## src/design/rst_ctl_pkg.sv

```systemverilog
/*
 * package for the reset controller: register map, reset values, timing counts,
 * reset kinds and carrier structs.
 * assumes a single 50 MHz system clock and an AXI4-Lite register bus.
 */
`default_nettype none
package rst_ctl_pkg;
    // axi4-lite byte offsets
    localparam logic [7:0] OFF_STATUS  = 8'h00;
    localparam logic [7:0] OFF_IRQ_ST  = 8'h04;
    localparam logic [7:0] OFF_IRQ_EN  = 8'h08;
    localparam logic [7:0] OFF_IRQ_CLR = 8'h0C;
    localparam logic [7:0] OFF_CTRL    = 8'h10;
    localparam logic [7:0] OFF_WDSEL   = 8'h14;
    localparam logic [7:0] OFF_TMRCTL  = 8'h18;
    localparam logic [7:0] OFF_PORTS   = 8'h1C;
    localparam logic [7:0] OFF_BANK    = 8'h20;
    localparam logic [7:0] OFF_NVCTL   = 8'h24;

    // status word bit positions
    localparam int STAT_TO_BIT  = 5;
    localparam int STAT_PD_BIT  = 4;
    localparam int STAT_RUN_BIT = 0;
    // control register bit positions (software pulses)
    localparam int CTRL_HALT_BIT  = 0;
    localparam int CTRL_CLRWD_BIT = 1;

    // reset values
    localparam logic [7:0] RST_WDSEL  = 8'h07;
    localparam logic [7:0] RST_TMRCTL = 8'h08;
    localparam logic [7:0] RST_PORT8  = 8'hFF;
    localparam logic [2:0] RST_PORT3  = 3'h7;
    localparam logic [7:0] RST_BANK   = 8'h00;
    localparam logic [5:0] RST_INTERRUPT_CONTROL   = 6'h00;
    localparam logic [3:0] RST_NVCTL  = 4'h8;
    localparam logic [9:0] RST_PC     = 10'h000;
    localparam logic [1:0] RST_SP     = 2'h0;

    // timing counts
    localparam int STARTUP_CYCLES = 1024;
    localparam int OPTLOAD_CYCLES = 16;

    // interrupt event bits
    localparam int EV_POWERUP = 0;
    localparam int EV_PIN_RUN = 1;
    localparam int EV_PIN_HLT = 2;
    localparam int EV_WD_RUN  = 3;
    localparam int EV_WD_HLT  = 4;
    localparam int EV_WAKE    = 5;
    localparam int EV_W       = 6;

    typedef enum logic [2:0] {
        KIND_NONE,
        KIND_POWERUP,
        KIND_PIN_RUN,
        KIND_PIN_HALT,
        KIND_WD_RUN,
        KIND_WD_HALT,
        KIND_WAKE
    } reset_kind_t;

    typedef struct packed {
        logic [7:0] watchdog_select;
        logic [7:0] timer_control;
        logic [7:0] port_a_data;
        logic [7:0] port_a_direction;
        logic [7:0] port_b_data;
        logic [7:0] port_b_direction;
        logic [2:0] port_c_data;
        logic [2:0] port_c_direction;
        logic [7:0] bank_pointer;
        logic [5:0] interrupt_control;
        logic [3:0] nonvolatile_control;
    } reg_defaults_t;

    typedef struct packed {
        logic       chip_reset;
        logic       warm_reset;
        logic       clear_prescaler;
        logic       clear_watchdog;
        logic       load_defaults;
        logic       timer_off;
        logic       ints_disable;
        logic [9:0] program_counter;
        logic [1:0] stack_pointer;
    } unit_reset_t;
endpackage
`default_nettype wire

```

## src/design/mcu_reset_controller.sv

```systemverilog
/*
 * reset controller: merges pin, watchdog and power-up resets, keeps the
 * time-out and power-down flags, times start-up and option-load delays and
 * drives reset values to the functional units. axi4-lite slave for status.
 * assumes watchdog_timeout, halt_exec, watchdog_clear_instruction and wake_event are one-cycle
 * pulses on aclk from core logic; ext_reset_n_pin is asynchronous.
 */
`default_nettype none
module mcu_reset_controller #(
    parameter int STARTUP_CYCLES = rst_ctl_pkg::STARTUP_CYCLES,
    parameter int OPTLOAD_CYCLES = rst_ctl_pkg::OPTLOAD_CYCLES
) (
    input  wire logic                     aclk,
    input  wire logic                     aresetn,
    input  wire logic                     ext_reset_n_pin,
    input  wire logic                     watchdog_timeout,
    input  wire logic                     halt_exec,
    input  wire logic                     watchdog_clear_instruction,
    input  wire logic                     wake_event,
    output logic                          cpu_hold,
    output logic                          halted,
    output logic                          timeout_flag,
    output logic                          powerdown_flag,
    output rst_ctl_pkg::unit_reset_t      unit_reset,
    output rst_ctl_pkg::reg_defaults_t    reg_defaults,
    output logic                          irq,
    input  wire logic [7:0]               s_axi_awaddr,
    input  wire logic                     s_axi_awvalid,
    output logic                          s_axi_awready,
    input  wire logic [31:0]              s_axi_wdata,
    input  wire logic [3:0]               s_axi_wstrb,
    input  wire logic                     s_axi_wvalid,
    output logic                          s_axi_wready,
    output logic [1:0]                    s_axi_bresp,
    output logic                          s_axi_bvalid,
    input  wire logic                     s_axi_bready,
    input  wire logic [7:0]               s_axi_araddr,
    input  wire logic                     s_axi_arvalid,
    output logic                          s_axi_arready,
    output logic [31:0]                   s_axi_rdata,
    output logic [1:0]                    s_axi_rresp,
    output logic                          s_axi_rvalid,
    input  wire logic                     s_axi_rready
);
    localparam int CW = $clog2(STARTUP_CYCLES + OPTLOAD_CYCLES + 1);

    logic [2:0]                  pin_sync;
    logic                        pin_low;
    logic                        pin_low_q;
    logic                        powerup_pend;
    rst_ctl_pkg::reset_kind_t    kind;
    logic [CW-1:0]               delay_cnt;
    logic                        sw_halt;
    logic                        sw_clrwd;
    logic [rst_ctl_pkg::EV_W-1:0] irq_status;
    logic [rst_ctl_pkg::EV_W-1:0] irq_enable;
    logic [rst_ctl_pkg::EV_W-1:0] irq_clear;
    logic [rst_ctl_pkg::EV_W-1:0] events;
    logic                        do_halt;
    logic                        do_clrwd;

    // three-stage pin synchroniser; a change counts once stages two and three agree
    // pin synchronise
    always_ff @(posedge aclk) begin
        if (!aresetn) begin
            pin_sync <= 3'h7;
        end else begin
            pin_sync <= {pin_sync[1:0], ext_reset_n_pin};
        end
    end

    always_ff @(posedge aclk) begin
        if (!aresetn) begin
            pin_low <= 1'b0;
        end else if (pin_sync[1] == pin_sync[2]) begin
            pin_low <= ~pin_sync[2];
        end
    end

    always_ff @(posedge aclk) begin
        if (!aresetn) begin
            pin_low_q <= 1'b0;
        end else begin
            pin_low_q <= pin_low;
        end
    end

    // reset source classification; power-up is the release of aresetn
    // four reset sources
    always_comb begin
        kind = rst_ctl_pkg::KIND_NONE;
        if (powerup_pend) begin
            kind = rst_ctl_pkg::KIND_POWERUP;
        end else if (pin_low && !pin_low_q) begin
            kind = halted ? rst_ctl_pkg::KIND_PIN_HALT : rst_ctl_pkg::KIND_PIN_RUN;
        end else if (watchdog_timeout) begin
            kind = halted ? rst_ctl_pkg::KIND_WD_HALT : rst_ctl_pkg::KIND_WD_RUN;
        end else if (halted && wake_event) begin
            kind = rst_ctl_pkg::KIND_WAKE;
        end
    end

    always_ff @(posedge aclk) begin
        if (!aresetn) begin
            powerup_pend <= 1'b1;
        end else begin
            powerup_pend <= 1'b0;
        end
    end

    assign do_halt  = halt_exec | sw_halt;
    assign do_clrwd = watchdog_clear_instruction | sw_clrwd;

    always_ff @(posedge aclk) begin
        if (!aresetn) begin
            halted <= 1'b0;
        end else if (kind != rst_ctl_pkg::KIND_NONE) begin
            halted <= 1'b0;
        end else if (do_halt && !cpu_hold) begin
            halted <= 1'b1;
        end
    end

    // start-up delay, plus option-load on power-up and running pin/watchdog resets; hold extends while pin is low
    // startup delay
    always_ff @(posedge aclk) begin
        if (!aresetn) begin
            delay_cnt <= '0;
        end else begin
            case (kind)
                rst_ctl_pkg::KIND_POWERUP,
                rst_ctl_pkg::KIND_PIN_RUN,
                rst_ctl_pkg::KIND_WD_RUN: begin
                    delay_cnt <= CW'(STARTUP_CYCLES + OPTLOAD_CYCLES);
                end
                rst_ctl_pkg::KIND_PIN_HALT,
                rst_ctl_pkg::KIND_WD_HALT,
                rst_ctl_pkg::KIND_WAKE: begin
                    delay_cnt <= CW'(STARTUP_CYCLES);
                end
                default: begin
                    if (pin_low) begin
                        delay_cnt <= delay_cnt;
                    end else if (delay_cnt != '0) begin
                        delay_cnt <= delay_cnt - CW'(1);
                    end
                end
            endcase
        end
    end

    assign cpu_hold = (delay_cnt != '0) || pin_low || !aresetn || powerup_pend;

    // flags: the latest cause in a cycle wins over software clear/halt
    // power-up clears
    always_ff @(posedge aclk) begin
        if (!aresetn) begin
            timeout_flag   <= 1'b0;
            powerdown_flag <= 1'b0;
        end else begin
            case (kind)
                rst_ctl_pkg::KIND_POWERUP: begin
                    timeout_flag   <= 1'b0;
                    powerdown_flag <= 1'b0;
                end
                rst_ctl_pkg::KIND_PIN_RUN: begin
                    timeout_flag   <= timeout_flag;
                    powerdown_flag <= powerdown_flag;
                end
                rst_ctl_pkg::KIND_PIN_HALT: begin
                    timeout_flag   <= 1'b0;
                    powerdown_flag <= 1'b1;
                end
                rst_ctl_pkg::KIND_WD_RUN: begin
                    timeout_flag   <= 1'b1;
                end
                rst_ctl_pkg::KIND_WD_HALT: begin
                    timeout_flag   <= 1'b1;
                    powerdown_flag <= 1'b1;
                end
                default: begin
                    if (do_halt && !cpu_hold) begin
                        timeout_flag   <= 1'b0;
                        powerdown_flag <= 1'b1;
                    end else if (do_clrwd && !cpu_hold) begin
                        timeout_flag   <= 1'b0;
                        powerdown_flag <= 1'b0;
                    end
                end
            endcase
        end
    end

    // unit reset strobes; warm reset touches only pc and stack pointer
    // warm reset
    always_ff @(posedge aclk) begin
        if (!aresetn) begin
            unit_reset <= '0;
        end else begin
            unit_reset <= '0;
            unit_reset.program_counter <= rst_ctl_pkg::RST_PC;
            unit_reset.stack_pointer   <= rst_ctl_pkg::RST_SP;
            case (kind)
                rst_ctl_pkg::KIND_POWERUP,
                rst_ctl_pkg::KIND_PIN_RUN,
                rst_ctl_pkg::KIND_PIN_HALT,
                rst_ctl_pkg::KIND_WD_RUN: begin
                    unit_reset.chip_reset      <= 1'b1;
                    unit_reset.clear_prescaler <= 1'b1;
                    unit_reset.clear_watchdog  <= 1'b1;
                    unit_reset.load_defaults   <= 1'b1;
                    unit_reset.timer_off       <= 1'b1;
                    unit_reset.ints_disable    <= 1'b1;
                end
                rst_ctl_pkg::KIND_WD_HALT: begin
                    unit_reset.warm_reset <= 1'b1;
                end
                default: begin
                    unit_reset.clear_watchdog <= do_halt | do_clrwd;
                end
            endcase
        end
    end

    always_comb begin
        reg_defaults.watchdog_select     = rst_ctl_pkg::RST_WDSEL;
        reg_defaults.timer_control       = rst_ctl_pkg::RST_TMRCTL;
        reg_defaults.port_a_data         = rst_ctl_pkg::RST_PORT8;
        reg_defaults.port_a_direction    = rst_ctl_pkg::RST_PORT8;
        reg_defaults.port_b_data         = rst_ctl_pkg::RST_PORT8;
        reg_defaults.port_b_direction    = rst_ctl_pkg::RST_PORT8;
        reg_defaults.port_c_data         = rst_ctl_pkg::RST_PORT3;
        reg_defaults.port_c_direction    = rst_ctl_pkg::RST_PORT3;
        reg_defaults.bank_pointer        = rst_ctl_pkg::RST_BANK;
        reg_defaults.interrupt_control   = rst_ctl_pkg::RST_INTERRUPT_CONTROL;
        reg_defaults.nonvolatile_control = rst_ctl_pkg::RST_NVCTL;
    end

    // interrupt events: one sticky bit per reset kind; set wins over clear
    always_comb begin
        events = '0;
        events[rst_ctl_pkg::EV_POWERUP] = (kind == rst_ctl_pkg::KIND_POWERUP);
        events[rst_ctl_pkg::EV_PIN_RUN] = (kind == rst_ctl_pkg::KIND_PIN_RUN);
        events[rst_ctl_pkg::EV_PIN_HLT] = (kind == rst_ctl_pkg::KIND_PIN_HALT);
        events[rst_ctl_pkg::EV_WD_RUN]  = (kind == rst_ctl_pkg::KIND_WD_RUN);
        events[rst_ctl_pkg::EV_WD_HLT]  = (kind == rst_ctl_pkg::KIND_WD_HALT);
        events[rst_ctl_pkg::EV_WAKE]    = (kind == rst_ctl_pkg::KIND_WAKE);
    end

    always_ff @(posedge aclk) begin
        if (!aresetn) begin
            irq_status <= '0;
        end else begin
            irq_status <= (irq_status & ~irq_clear) | events;
        end
    end

    assign irq = |(irq_status & irq_enable);

    // axi4-lite: write accepted when address and data are both present
    logic wr_go;
    logic rd_go;
    assign s_axi_awready = s_axi_awvalid && s_axi_wvalid && !s_axi_bvalid;
    assign s_axi_wready  = s_axi_awready;
    assign wr_go         = s_axi_awready;
    assign s_axi_arready = !s_axi_rvalid;
    assign rd_go         = s_axi_arvalid && s_axi_arready;

    function automatic logic mapped(input logic [7:0] a);
        return (a == rst_ctl_pkg::OFF_STATUS)  || (a == rst_ctl_pkg::OFF_IRQ_ST) ||
               (a == rst_ctl_pkg::OFF_IRQ_EN)  || (a == rst_ctl_pkg::OFF_IRQ_CLR) ||
               (a == rst_ctl_pkg::OFF_CTRL);
    endfunction

    always_comb begin
        irq_clear = '0;
        sw_halt   = 1'b0;
        sw_clrwd  = 1'b0;
        if (wr_go && s_axi_wstrb[0]) begin
            if (s_axi_awaddr == rst_ctl_pkg::OFF_IRQ_CLR) begin
                irq_clear = s_axi_wdata[rst_ctl_pkg::EV_W-1:0];
            end
            if (s_axi_awaddr == rst_ctl_pkg::OFF_CTRL) begin
                sw_halt  = s_axi_wdata[rst_ctl_pkg::CTRL_HALT_BIT];
                sw_clrwd = s_axi_wdata[rst_ctl_pkg::CTRL_CLRWD_BIT];
            end
        end
    end

    always_ff @(posedge aclk) begin
        if (!aresetn) begin
            irq_enable <= '0;
        end else if (wr_go && s_axi_wstrb[0] && s_axi_awaddr == rst_ctl_pkg::OFF_IRQ_EN) begin
            irq_enable <= s_axi_wdata[rst_ctl_pkg::EV_W-1:0];
        end
    end

    always_ff @(posedge aclk) begin
        if (!aresetn) begin
            s_axi_bvalid <= 1'b0;
            s_axi_bresp  <= 2'h0;
        end else if (wr_go) begin
            s_axi_bvalid <= 1'b1;
            s_axi_bresp  <= mapped(s_axi_awaddr) ? 2'h0 : 2'h2;
        end else if (s_axi_bready) begin
            s_axi_bvalid <= 1'b0;
        end
    end

    always_ff @(posedge aclk) begin
        if (!aresetn) begin
            s_axi_rvalid <= 1'b0;
            s_axi_rdata  <= 32'h0000_0000;
            s_axi_rresp  <= 2'h0;
        end else if (rd_go) begin
            s_axi_rvalid <= 1'b1;
            s_axi_rresp  <= mapped(s_axi_araddr) ? 2'h0 : 2'h2;
            s_axi_rdata  <= 32'h0000_0000;
            case (s_axi_araddr)
                rst_ctl_pkg::OFF_STATUS: begin
                    s_axi_rdata[rst_ctl_pkg::STAT_TO_BIT]  <= timeout_flag;
                    s_axi_rdata[rst_ctl_pkg::STAT_PD_BIT]  <= powerdown_flag;
                    s_axi_rdata[rst_ctl_pkg::STAT_RUN_BIT] <= ~cpu_hold;
                    s_axi_rdata[1]                         <= halted;
                end
                rst_ctl_pkg::OFF_IRQ_ST: s_axi_rdata[rst_ctl_pkg::EV_W-1:0] <= irq_status;
                rst_ctl_pkg::OFF_IRQ_EN: s_axi_rdata[rst_ctl_pkg::EV_W-1:0] <= irq_enable;
                default: s_axi_rdata <= 32'h0000_0000;
            endcase
        end else if (s_axi_rready) begin
            s_axi_rvalid <= 1'b0;
        end
    end

    a_startup_hold: assert property (@(posedge aclk) disable iff (!aresetn)
        (kind == rst_ctl_pkg::KIND_WAKE) |=>
        (delay_cnt == CW'(STARTUP_CYCLES)) ##0 cpu_hold [*8])
        else $error("hold dropped early after wake");
    a_optload_count: assert property (@(posedge aclk) disable iff (!aresetn)
        (kind == rst_ctl_pkg::KIND_WD_RUN) |=> delay_cnt == CW'(STARTUP_CYCLES + OPTLOAD_CYCLES))
        else $error("option load delay missing");
    a_pin_run_flags: assert property (@(posedge aclk) disable iff (!aresetn)
        (kind == rst_ctl_pkg::KIND_PIN_RUN) |=> $stable(timeout_flag) && $stable(powerdown_flag))
        else $error("pin reset changed flags");
    a_wd_halt_flags: assert property (@(posedge aclk) disable iff (!aresetn)
        (kind == rst_ctl_pkg::KIND_WD_HALT) |=> timeout_flag && powerdown_flag)
        else $error("watchdog wake flags wrong");
    a_pin_halt_flags: assert property (@(posedge aclk) disable iff (!aresetn)
        (kind == rst_ctl_pkg::KIND_PIN_HALT) |=> !timeout_flag && powerdown_flag)
        else $error("pin wake flags wrong");
    a_warm_only: assert property (@(posedge aclk) disable iff (!aresetn)
        (kind == rst_ctl_pkg::KIND_WD_HALT) |=> unit_reset.warm_reset && !unit_reset.load_defaults)
        else $error("warm reset loaded defaults");
    a_chip_defaults: assert property (@(posedge aclk) disable iff (!aresetn)
        (kind == rst_ctl_pkg::KIND_WD_RUN) |=> unit_reset.load_defaults && unit_reset.clear_watchdog)
        else $error("chip reset missed defaults");
    a_wd_run_flag: assert property (@(posedge aclk) disable iff (!aresetn)
        (kind == rst_ctl_pkg::KIND_WD_RUN) |=> timeout_flag && $stable(powerdown_flag))
        else $error("time-out flag not set");
    a_powerup_clear: assert property (@(posedge aclk) disable iff (!aresetn)
        (kind == rst_ctl_pkg::KIND_POWERUP) |=> !timeout_flag && !powerdown_flag && cpu_hold)
        else $error("power-up flags not cleared");
endmodule
`default_nettype wire

```

## config.mk

```make
export PLATFORM = sky130hd
export DESIGN_NAME = mcu_reset_controller
export DESIGN_NICKNAME = d
export VERILOG_FILES = /design/src/design/rst_ctl_pkg.sv /design/src/design/mcu_reset_controller.sv
export SDC_FILE = /design/constraint.sdc
export NUM_CORES = 1
export LEC_CHECK = 0
export ABC_AREA = 1
export BUFFER_PORTS_ARGS = -buffer_cell sky130_fd_sc_hd__buf_4
export CAP_MARGIN = 20
export CORE_MARGIN = 4
export CORE_UTILIZATION = 47
export DETAILED_ROUTE_END_ITERATION = 10
export HOLD_SLACK_MARGIN = 0.12
export PLACE_DENSITY = 0.94
export SYNTH_ARGS = -nofsm -noshare
export SYNTH_HDL_FRONTEND = slang
export SYNTH_SLANG_ARGS = --single-unit
```

## constraint.sdc

```tcl
create_clock -name aclk -period 2.15 [get_ports aclk]
set_clock_uncertainty 0.1 [all_clocks]
set_input_delay 0 -clock aclk [delete_from_list [all_inputs] [get_ports aclk]]
set_output_delay 0 -clock aclk [all_outputs]
set_load 0.05 [all_outputs]
```

Word level (Yosys, flattened, before mapping). Cells that the tools add are included.

Bits in registers: 62. Output and inout bits: 137.

Add/subtract/negate cells: 1. Eq/ne operators: 16. Muxes and demuxes: 34. Bitwise operators: 12. Reductions and logical operators: 46.

Operator list (count): equality test 8 x 4 -> 1 bit (second input constant) (4); two-way mux 11 bit (2); one-hot mux 11 bit (2 select lines) (1); equality test 8 x 3 -> 1 bit (second input constant) (2); equality test 8 x 5 -> 1 bit (second input constant) (2); zero test 8 bit (2); two-way mux 1 bit (16); two-way mux 3 bit (5); AND 6 bit (2); two-way mux 6 bit (2); one-hot mux 2 bit (3 select lines) (2); logical OR 1 bit (11); nonzero test 11 bit (1); subtractor 11 x 1 -> 11 bit (second input constant) (1); OR reduction 2 bit (5); equality test 3 bit (second input constant) (3); logical AND 1 bit (9); nonzero test 4 bit (2); equality test 3 x 2 -> 1 bit (second input constant) (2); NOT 6 bit (1); OR 6 bit (1); one-hot mux 1 bit (3 select lines) (2); AND reduction 2 bit (3); nonzero test 3 bit (2); other kinds (13) (26).

Depth between registers and ports, before layout. Gate-level depths: netlist of run 1.

Word-level depth: 9. Depth in mapped cells: 13. Gate-level depth less buffers: 13.

Least setup slack after synthesis of run 1. OpenSTA, ideal clock, no wires.

Path kind: reg2reg. Start point: reg s_axi_rvalid. End point: reg s_axi_rdata[2]. Library setup time: 117 ps. Data arrival time: 1674 ps. Required time: 1933 ps. Slack: 259 ps. Stages on the path, launching flop included: 6. Path buffers: 0. Period minus slack after synthesis: 1891 ps. Cells stage by stage: dfxtp_1 > inv_1 > nand2_1 > clkinv_1 > o221ai_1 > inv_1.

Cells in the longest elaborated chain, start to end: 2.

RTL lines: start: declaration (line mcu_reset_controller.sv:42) `output logic s_axi_rvalid,`; start signal: assignment (line mcu_reset_controller.sv:312) `s_axi_rvalid <= 1'b0;`; start signal: assignment (line mcu_reset_controller.sv:316) `s_axi_rvalid <= 1'b1;`; start signal: assignment (line mcu_reset_controller.sv:331) `s_axi_rvalid <= 1'b0;`; zero test 1 bit (line mcu_reset_controller.sv:266) `assign s_axi_arready = !s_axi_rvalid;`; net s_axi_arready (line mcu_reset_controller.sv:39) `output logic s_axi_arready,`; logical AND 1 bit (line mcu_reset_controller.sv:267) `assign rd_go = s_axi_arvalid && s_axi_arready;`; end signal: indexed assignment (line mcu_reset_controller.sv:321) `s_axi_rdata[rst_ctl_pkg::STAT_TO_BIT] <= timeout_flag;`; end signal: indexed assignment (line mcu_reset_controller.sv:322) `s_axi_rdata[rst_ctl_pkg::STAT_PD_BIT] <= powerdown_flag;`; end signal: indexed assignment (line mcu_reset_controller.sv:323) `s_axi_rdata[rst_ctl_pkg::STAT_RUN_BIT] <= ~cpu_hold;`; end: declaration (line mcu_reset_controller.sv:40) `output logic [31:0] s_axi_rdata,`.

The timed path passes the listed nets, and every way through them passes these cells. A chain may end at the register's enable or synchronous reset.

Worst setup path after layout of run 1.
Start point: in s_axi_wvalid. End point: reg s_axi_bresp[1].

Cells in the longest elaborated chain, start to end: 2.

RTL lines: start: declaration (line mcu_reset_controller.sv:32) `input wire logic s_axi_wvalid,`; logical AND 1 bit (2 in series) (line mcu_reset_controller.sv:263) `assign s_axi_awready = s_axi_awvalid && s_axi_wvalid && !s_axi_bvalid;`; end signal: assignment (line mcu_reset_controller.sv:304) `s_axi_bresp <= mapped(s_axi_awaddr) ? 2'h0 : 2'h2;`; end: declaration (line mcu_reset_controller.sv:34) `output logic [1:0] s_axi_bresp,`.

Every way passes these cells.

==> results.json, run 1 <==
{
  "dr.first_iter.drc_count": 129,
  "ff2ff_setup_slack_ns": 0.12,
  "hold_depth": 7,
  "ys_warn_count": 0,
  "path_common_cell": "dlygate4sd3_1",
  "seq_area_frac_synth": 0.283,
  "startpoint_type": "input pin",
  "drive_above_1_share": 0.186,
  "root_buffer": "clkbuf_8",
  "start_util": 0.493,
  "reg2regPathDepth": 5,
  "cp-startpoint": "s_axi_wvalid",
  "synthDistinctLibCells": 41,
  "ys.flop_type": "dfxtp_1",
  "maxCapViolCount": 0,
  "grt_pass1_wl_um": 12600,
  "avgSynthCellArea_um2": 7.20,
  "numCtsBuffers": 5,
  "slew_headroom": 0.519,
  "syn-cell-area_um2": 3180,
  "viasPerCell": 4.62,
  "crit_slowest_cell": "dlygate4sd3_1",
  "dpl.hpwl_um": 5330,
  "layout.cells.non_filler": 610,
  "grt_pass1_vias": 2753,
  "peakVddDrop_mv": 0.502,
  "die_h_um": 90.3,
  "io_pins": 201,
  "ant_nets": 0,
  "totalWireLength_um": 7780,
  "ys_seq_elements": 45,
  "cts.sink_count": 45,
  "area.sequential_um2": 901,
  "cp.arrival_ns": 2.21,
  "crit_type": "input pin to register",
  "hold_class": "input pin to register",
  "pre_cts_ws_ns": 0.500,
  "n_antenna_cell": 0,
  "path_clk_slew_ns": 0.08,
  "die_area_um2": 8150,
  "critPathMaxFanout": 5,
  "num_vias": 2818,
  "min_to": "irq_status[1]$_SDFF_PN0_",
  "nNetsFinal": 599,
  "std_cell_rows": 29,
  "nFillCells": 552,
  "slew_viol_final": 0,
  "path_delay_family": "buffers and inverters",
  "drc_errors": 0,
  "multi_input_area_um2": 1580,
  "globalplace.congestion": 0.856,
  "wl_met1_um": 2590,
  "grt_max_degree": 20,
  "clock_latency_ns": 0.30,
  "wl_per_cell_um": 12.7,
  "async_flop_share": 0,
  "end_kind": "register",
  "portBuffers": 59,
  "grt_overflow_total": 0,
  "path_cells": "dlygate4sd3_1 -> buf_4 -> nand2_1 -> nor2_4 -> buf_4 -> dlygate4sd3_1 -> a21oi_1 -> dlygate4sd3_1",
  "dr.pass1.iters": 8,
  "status": "completed",
  "power_leakage_nw": 1.88,
  "fmax_mhz": 472,
  "cp.required_ns": 2.24,
  "met3_length_um": 739,
  "finalWorstSetupSlack_ns": 0.0321,
  "dr_wl_met2_um": 4230,
  "fin_setup_tns_ns": 0,
  "total_power_mw": 2.60,
  "r2r_end": "s_axi_bresp[1]$_SDFFE_PN0P_",
  "hold_start": "wake_event",
  "die_x_um": 90.3,
  "synthCells": 442,
  "topRoutingLayerUsed": "met4",
  "cp.buffers_inverters": 5,
  "power_density_nw_per_um2": 707,
  "period_needed_ns": 2.12,
  "cp_slowest_stage_delay_ns": 0.56,
  "report.final.setup_viol": 0,
  "core-area_um2": 6460,
  "grt_use_total": 0.187,
  "r2r_start": "s_axi_bvalid$_SDFFE_PN0P_",
  "tightestPinTransition_ns": 0.717,
  "synth_edf_count": 0,
  "area_delta_synth_final_pct": 15.5,
  "antenna_found_initial": 0,
  "cts_tree": "yes",
  "post-route-period-util": 0.985,
  "crit_cells": 8,
  "place_inst": 567,
  "htree_levels": 2,
  "cts_buffer_depth": 2,
  "hold_violations": 0
}
## cells by family after synthesis
logic type | synth area share
and+or+nand+nor | 0.244
other | 0.00236
DFF | 0.283
AOI/OAI and AO/OA | 0.102
adders and majority gates | 0.00786
buffers and inverters | 0.349
xor gates and xnor gates | 0.0110
## sequential cells by signal (all words and copies together), names as in the netlist
signal and flops:
irq_enable 6, pin_sync 3, s_axi_rresp 1, halted 1, s_axi_bvalid 1, s_axi_rvalid 1, s_axi_bresp 1, pin_low_q 1
irq_status 6, s_axi_rdata 6, timeout_flag 1, powerup_pend 1, pin_low 1, delay_cnt 11, powerdown_flag 1, unit_reset 3
## worst max path at each step
stage / to / slack [ns]
floorplan: s_axi_rdata[2]$_SDFFE_PN0P_ / 0.26
global placement: powerdown_flag$_SDFFE_PN0P_ / 0.56
detailed placement: irq_enable[4]$_SDFFE_PN0P_ / 0.50
CTS: s_axi_rresp[1]$_SDFFE_PN0P_ / 0.04
global route: s_axi_bresp[1]$_SDFFE_PN0P_ / -0.008
finish: s_axi_bresp[1]$_SDFFE_PN0P_ / 0.03
## stage by stage
stage	utilization	area [µm²]	hold WS, ns
detailed placement	0.500	3230	0.103
finish	0.569	3670	0.126
global placement	0.500	3230	0.0999
CTS	0.571	3680	0.123
floorplan	-	3590	0.00657
global route	0.569	3670	0.147
## cell usage in the layout, fill, tap and decap left out, types with 4 or more instances in the layout
master | synthesis | layout
nand2_2 | 4 | 4
dfxtp_1 | 45 | 45
nor3_1 | 12 | 12
o21ai_0 | 18 | 17
or2_2 | 4 | 4
inv_1 | 50 | 49
dlygate4sd3_1 | 0 | 34
clkbuf_8 | 0 | 6
nor2_1 | 35 | 35
conb_1 | 2 | 112
nand2_1 | 65 | 65
a21oi_1 | 26 | 26
nor2_2 | 6 | 6
buf_4 | 118 | 60
nand3_1 | 18 | 18
## worst min-delay path, cell delays in order
cell and delay, ns:
buf_4 0.13, nand3_2 0.06, nand2_1 0.05, nand2_2 0.08, nor3_2 0.06, inv_1 0.05
a21oi_1 0.05
## repair_timing
| item | in CTS | in global routing |
|---|---|---|
| endpoints found under the setup margin | 0 | 4 |
| hold buffers | 37 | 0 |
| gates resized for setup | 0 | 3 |
| endpoints found under the hold margin | 42 | 0 |
| setup buffers | 0 | 1 |
## where the power goes
part	leakage, nW	switching, mW	total [mW]	internal (mW)
Sequential	0.368	0.0472	0.936	0.888
Combinational	1.47	0.848	1.13	0.280
Clock	0.0443	0.280	0.535	0.255
## layout make-up
cell class	count	share of cell area
Tap cell	77	0.0262
Multi-Input combinational cell	332	0.431
Timing Repair Buffer	95	0.219
Clock buffer	7	0.0235
Sequential cell	45	0.245
Inverter	54	0.0558
## synthesized netlist by cell type, types with 2 or more instances
cell,number,area (µm²)
o22ai_1,2,12.5
o221ai_1,2,17.5
o21a_1,2,15.0
nor3_2,3,30.0
xor2_1,3,26.3
nor2_1,35,131
conb_1,2,7.51
dfxtp_1,45,901
buf_4,118,886
ha_1,2,25.0
nor2_2,6,37.5
a21oi_1,26,130
o21ai_0,18,90.1
nand2_2,4,25.0
or2_2,4,25.0
nand4_1,2,12.5
inv_2,2,7.51
nor3_1,12,60.1
nand2_1,65,244
inv_1,50,188
nor2_4,2,22.5
nand3_1,18,90.1
## per-layer routing
layer	GRT usage	vias to the layer above
li1	-	1343
met1	0.178	1279
met4	0.0867	0
met5	0	-
met3	0.0508	25
met2	0.365	171
No activity file was read; power rests on OpenSTA's default activity.
==> run 2, diff against run 1 <==
--- a/config.mk
+++ b/config.mk
@@ -12,7 +12,7 @@
 export CORE_UTILIZATION = 47
 export DETAILED_ROUTE_END_ITERATION = 10
 export HOLD_SLACK_MARGIN = 0.12
-export PLACE_DENSITY = 0.94
+export PLACE_DENSITY = 0.87
 export SYNTH_ARGS = -nofsm -noshare
 export SYNTH_HDL_FRONTEND = slang
 export SYNTH_SLANG_ARGS = --single-unit
==> run 2 against run 1 <==
Combinational power hardly changed. Cell area grew 0.48%. Clock-buffer cell count is the same. Cell count is the same. Clock power up 25%. Worst hold slack improved by 0.013 ns. Die area stayed put. Critical path depth grew 2.
==> results.json, run 2 (synthesized netlist as in run 1, its figures left out) <==
{
  "cp.required_ns": 2.25,
  "mostFrequentLayoutCells": "conb_1 (112), nand2_1 (65), buf_4 (60)",
  "dr.pass1.iters": 4,
  "drc_errors": 0,
  "report.final.setup_viol": 0,
  "finalWorstSetupSlack_ns": 0.111,
  "core-area_um2": 6460,
  "maxCapViolCount": 0,
  "die_x_um": 90.3,
  "wl_per_cell_um": 11.8,
  "placed_area_um2": 3230,
  "dpl.hpwl_um": 5200,
  "viasPerCell": 4.54,
  "crit_type": "input pin to register",
  "die_h_um": 90.3,
  "fmax_mhz": 490,
  "n_antenna_cell": 0,
  "startpoint_type": "input pin",
  "peakVddDrop_mv": 0.741,
  "cts_buffer_depth": 2,
  "path_delay_family": "buffers and inverters",
  "slew_viol_final": 0,
  "path_common_cell": "nand2_1",
  "critPathMaxFanout": 7,
  "rsz0062_at_grt": "no",
  "dr.first_iter.drc_count": 130,
  "final_area_um2": 3690,
  "clock_latency_ns": 0.30,
  "end_kind": "register",
  "nNetsFinal": 598,
  "antenna_found_initial": 0,
  "pre_cts_ws_ns": 0.500,
  "hold_depth": 5,
  "final_util": 0.572,
  "path_clk_slew_ns": 0.08,
  "largest_reg_flops": 11,
  "power_density_nw_per_um2": 736,
  "period_needed_ns": 2.04,
  "start_util": 0.493,
  "tightestPinTransition_ns": 0.631,
  "area_delta_synth_final_pct": 16.0,
  "cp_slowest_stage_delay_ns": 0.55,
  "hold_class": "input pin to register",
  "nFillCells": 530,
  "numCtsBuffers": 5,
  "cp.arrival_ns": 2.14,
  "std_cell_rows": 29,
  "hold_violations": 0,
  "grt_pass1_vias": 2723,
  "ant_nets": 0,
  "crit_cells": 10,
  "reg2regPathDepth": 7,
  "grt_max_degree": 20,
  "num_vias": 2770,
  "path_cells": "dlygate4sd3_1 -> buf_4 -> nand2_1 -> nor2_4 -> nand2_1 -> nor3_1 -> nand2_1 -> nor2_1 -> o22ai_1 -> dlygate4sd3_1",
  "top_register": "delay_cnt",
  "power_leakage_nw": 1.88,
  "totalWireLength_um": 7180,
  "grt_use_total": 0.171,
  "status": "completed",
  "crit_slowest_cell": "dlygate4sd3_1",
  "final_common_cell": "conb_1",
  "io_pins": 201,
  "cts.sink_count": 45,
  "cts_tree": "yes",
  "grt_pass1_wl_um": 11700,
  "slew_headroom": 0.576,
  "cp.buffers_inverters": 3,
  "grt_overflow_total": 0,
  "post-route-period-util": 0.948,
  "fin_setup_tns_ns": 0,
  "root_buffer": "clkbuf_8",
  "drive_above_1_share": 0.188,
  "die_area_um2": 8150,
  "portBuffers": 59,
  "htree_levels": 2,
  "total_power_mw": 2.72,
  "globalplace.congestion": 0.864,
  "ff2ff_setup_slack_ns": 0.18
}
[run 2: cell types whose count changed in the layout (fill, tap and decap cells not counted), sizes merged]
cell | before | now
bufinv | 0 | 1
dlymetal6s4s | 1 | 0
[run 2: worst paths after layout]
| path | start | end |
|---|---|---|
| setup reg to reg | s_axi_bvalid$_SDFFE_PN0P_ | irq_status[4]$_SDFF_PN0_ |
| setup / recovery | s_axi_wvalid | irq_status[4]$_SDFF_PN0_ |
| hold reg to reg | pin_sync[0]$_SDFF_PN1_ | pin_sync[1]$_SDFF_PN1_ |
| hold / removal | s_axi_awaddr[4] | irq_enable[3]$_SDFFE_PN0P_ |
[run 2: layout make-up]
| cell class | count | area (µm²) | share of cell area |
|---|---|---|---|
| clock buffers | 7 | 86.3 | 0.0234 |
| clock inverters | 1 | 30.0 | 0.00813 |
| inverters | 54 | 205 | 0.0556 |
| multi-input cells | 332 | 1580 | 0.429 |
| flip-flops and latches | 45 | 901 | 0.244 |
| well taps | 77 | 96.3 | 0.0261 |
| repair buffers | 94 | 791 | 0.214 |
[run 2: worst register-to-register path: stages, from the launching register on]
cell and delay (ns):
dfxtp_1 0.36, nor2_4 0.18, nand2_1 0.13, nor3_1 0.19
nand2_1 0.17, nor2_1 0.13, o22ai_1 0.07, dlygate4sd3_1 0.55
[run 2: routing by layer]
metal  vias to the layer above  routed length, µm  GRT usage
li1                       1340                  -          -
met1                      1254               2490      0.162
met2                       153               3890      0.334
met3                        23                647     0.0567
met4                         0                155     0.0676
met5                         -                  0          0
[run 2: where the power goes]
group          total [mW]  internal (mW)  leakage (nW)  switching, mW
clock               0.667          0.379        0.0585          0.288
combinational        1.12          0.278          1.45          0.838
sequential          0.936          0.888         0.368         0.0473
total                2.72           1.55          1.88           1.17
[run 2: repair_timing]
| item | CTS | global route |
|---|---|---|
| hold endpoints to repair | 42 | 0 |
| resized for setup | 0 | 2 |
| endpoints found under the setup margin | 0 | 3 |
| buffers inserted | 0 | 1 |
| hold buffers | 37 | 0 |
[run 2: metrics by stage]
step / cells / hold slack (ns)
after floorplan: 552 / 0.00657
after global placement: 567 / 0.0996
after detailed placement: 567 / 0.0996
after CTS: 612 / 0.135
after global routing: 610 / 0.189
final: 610 / 0.140
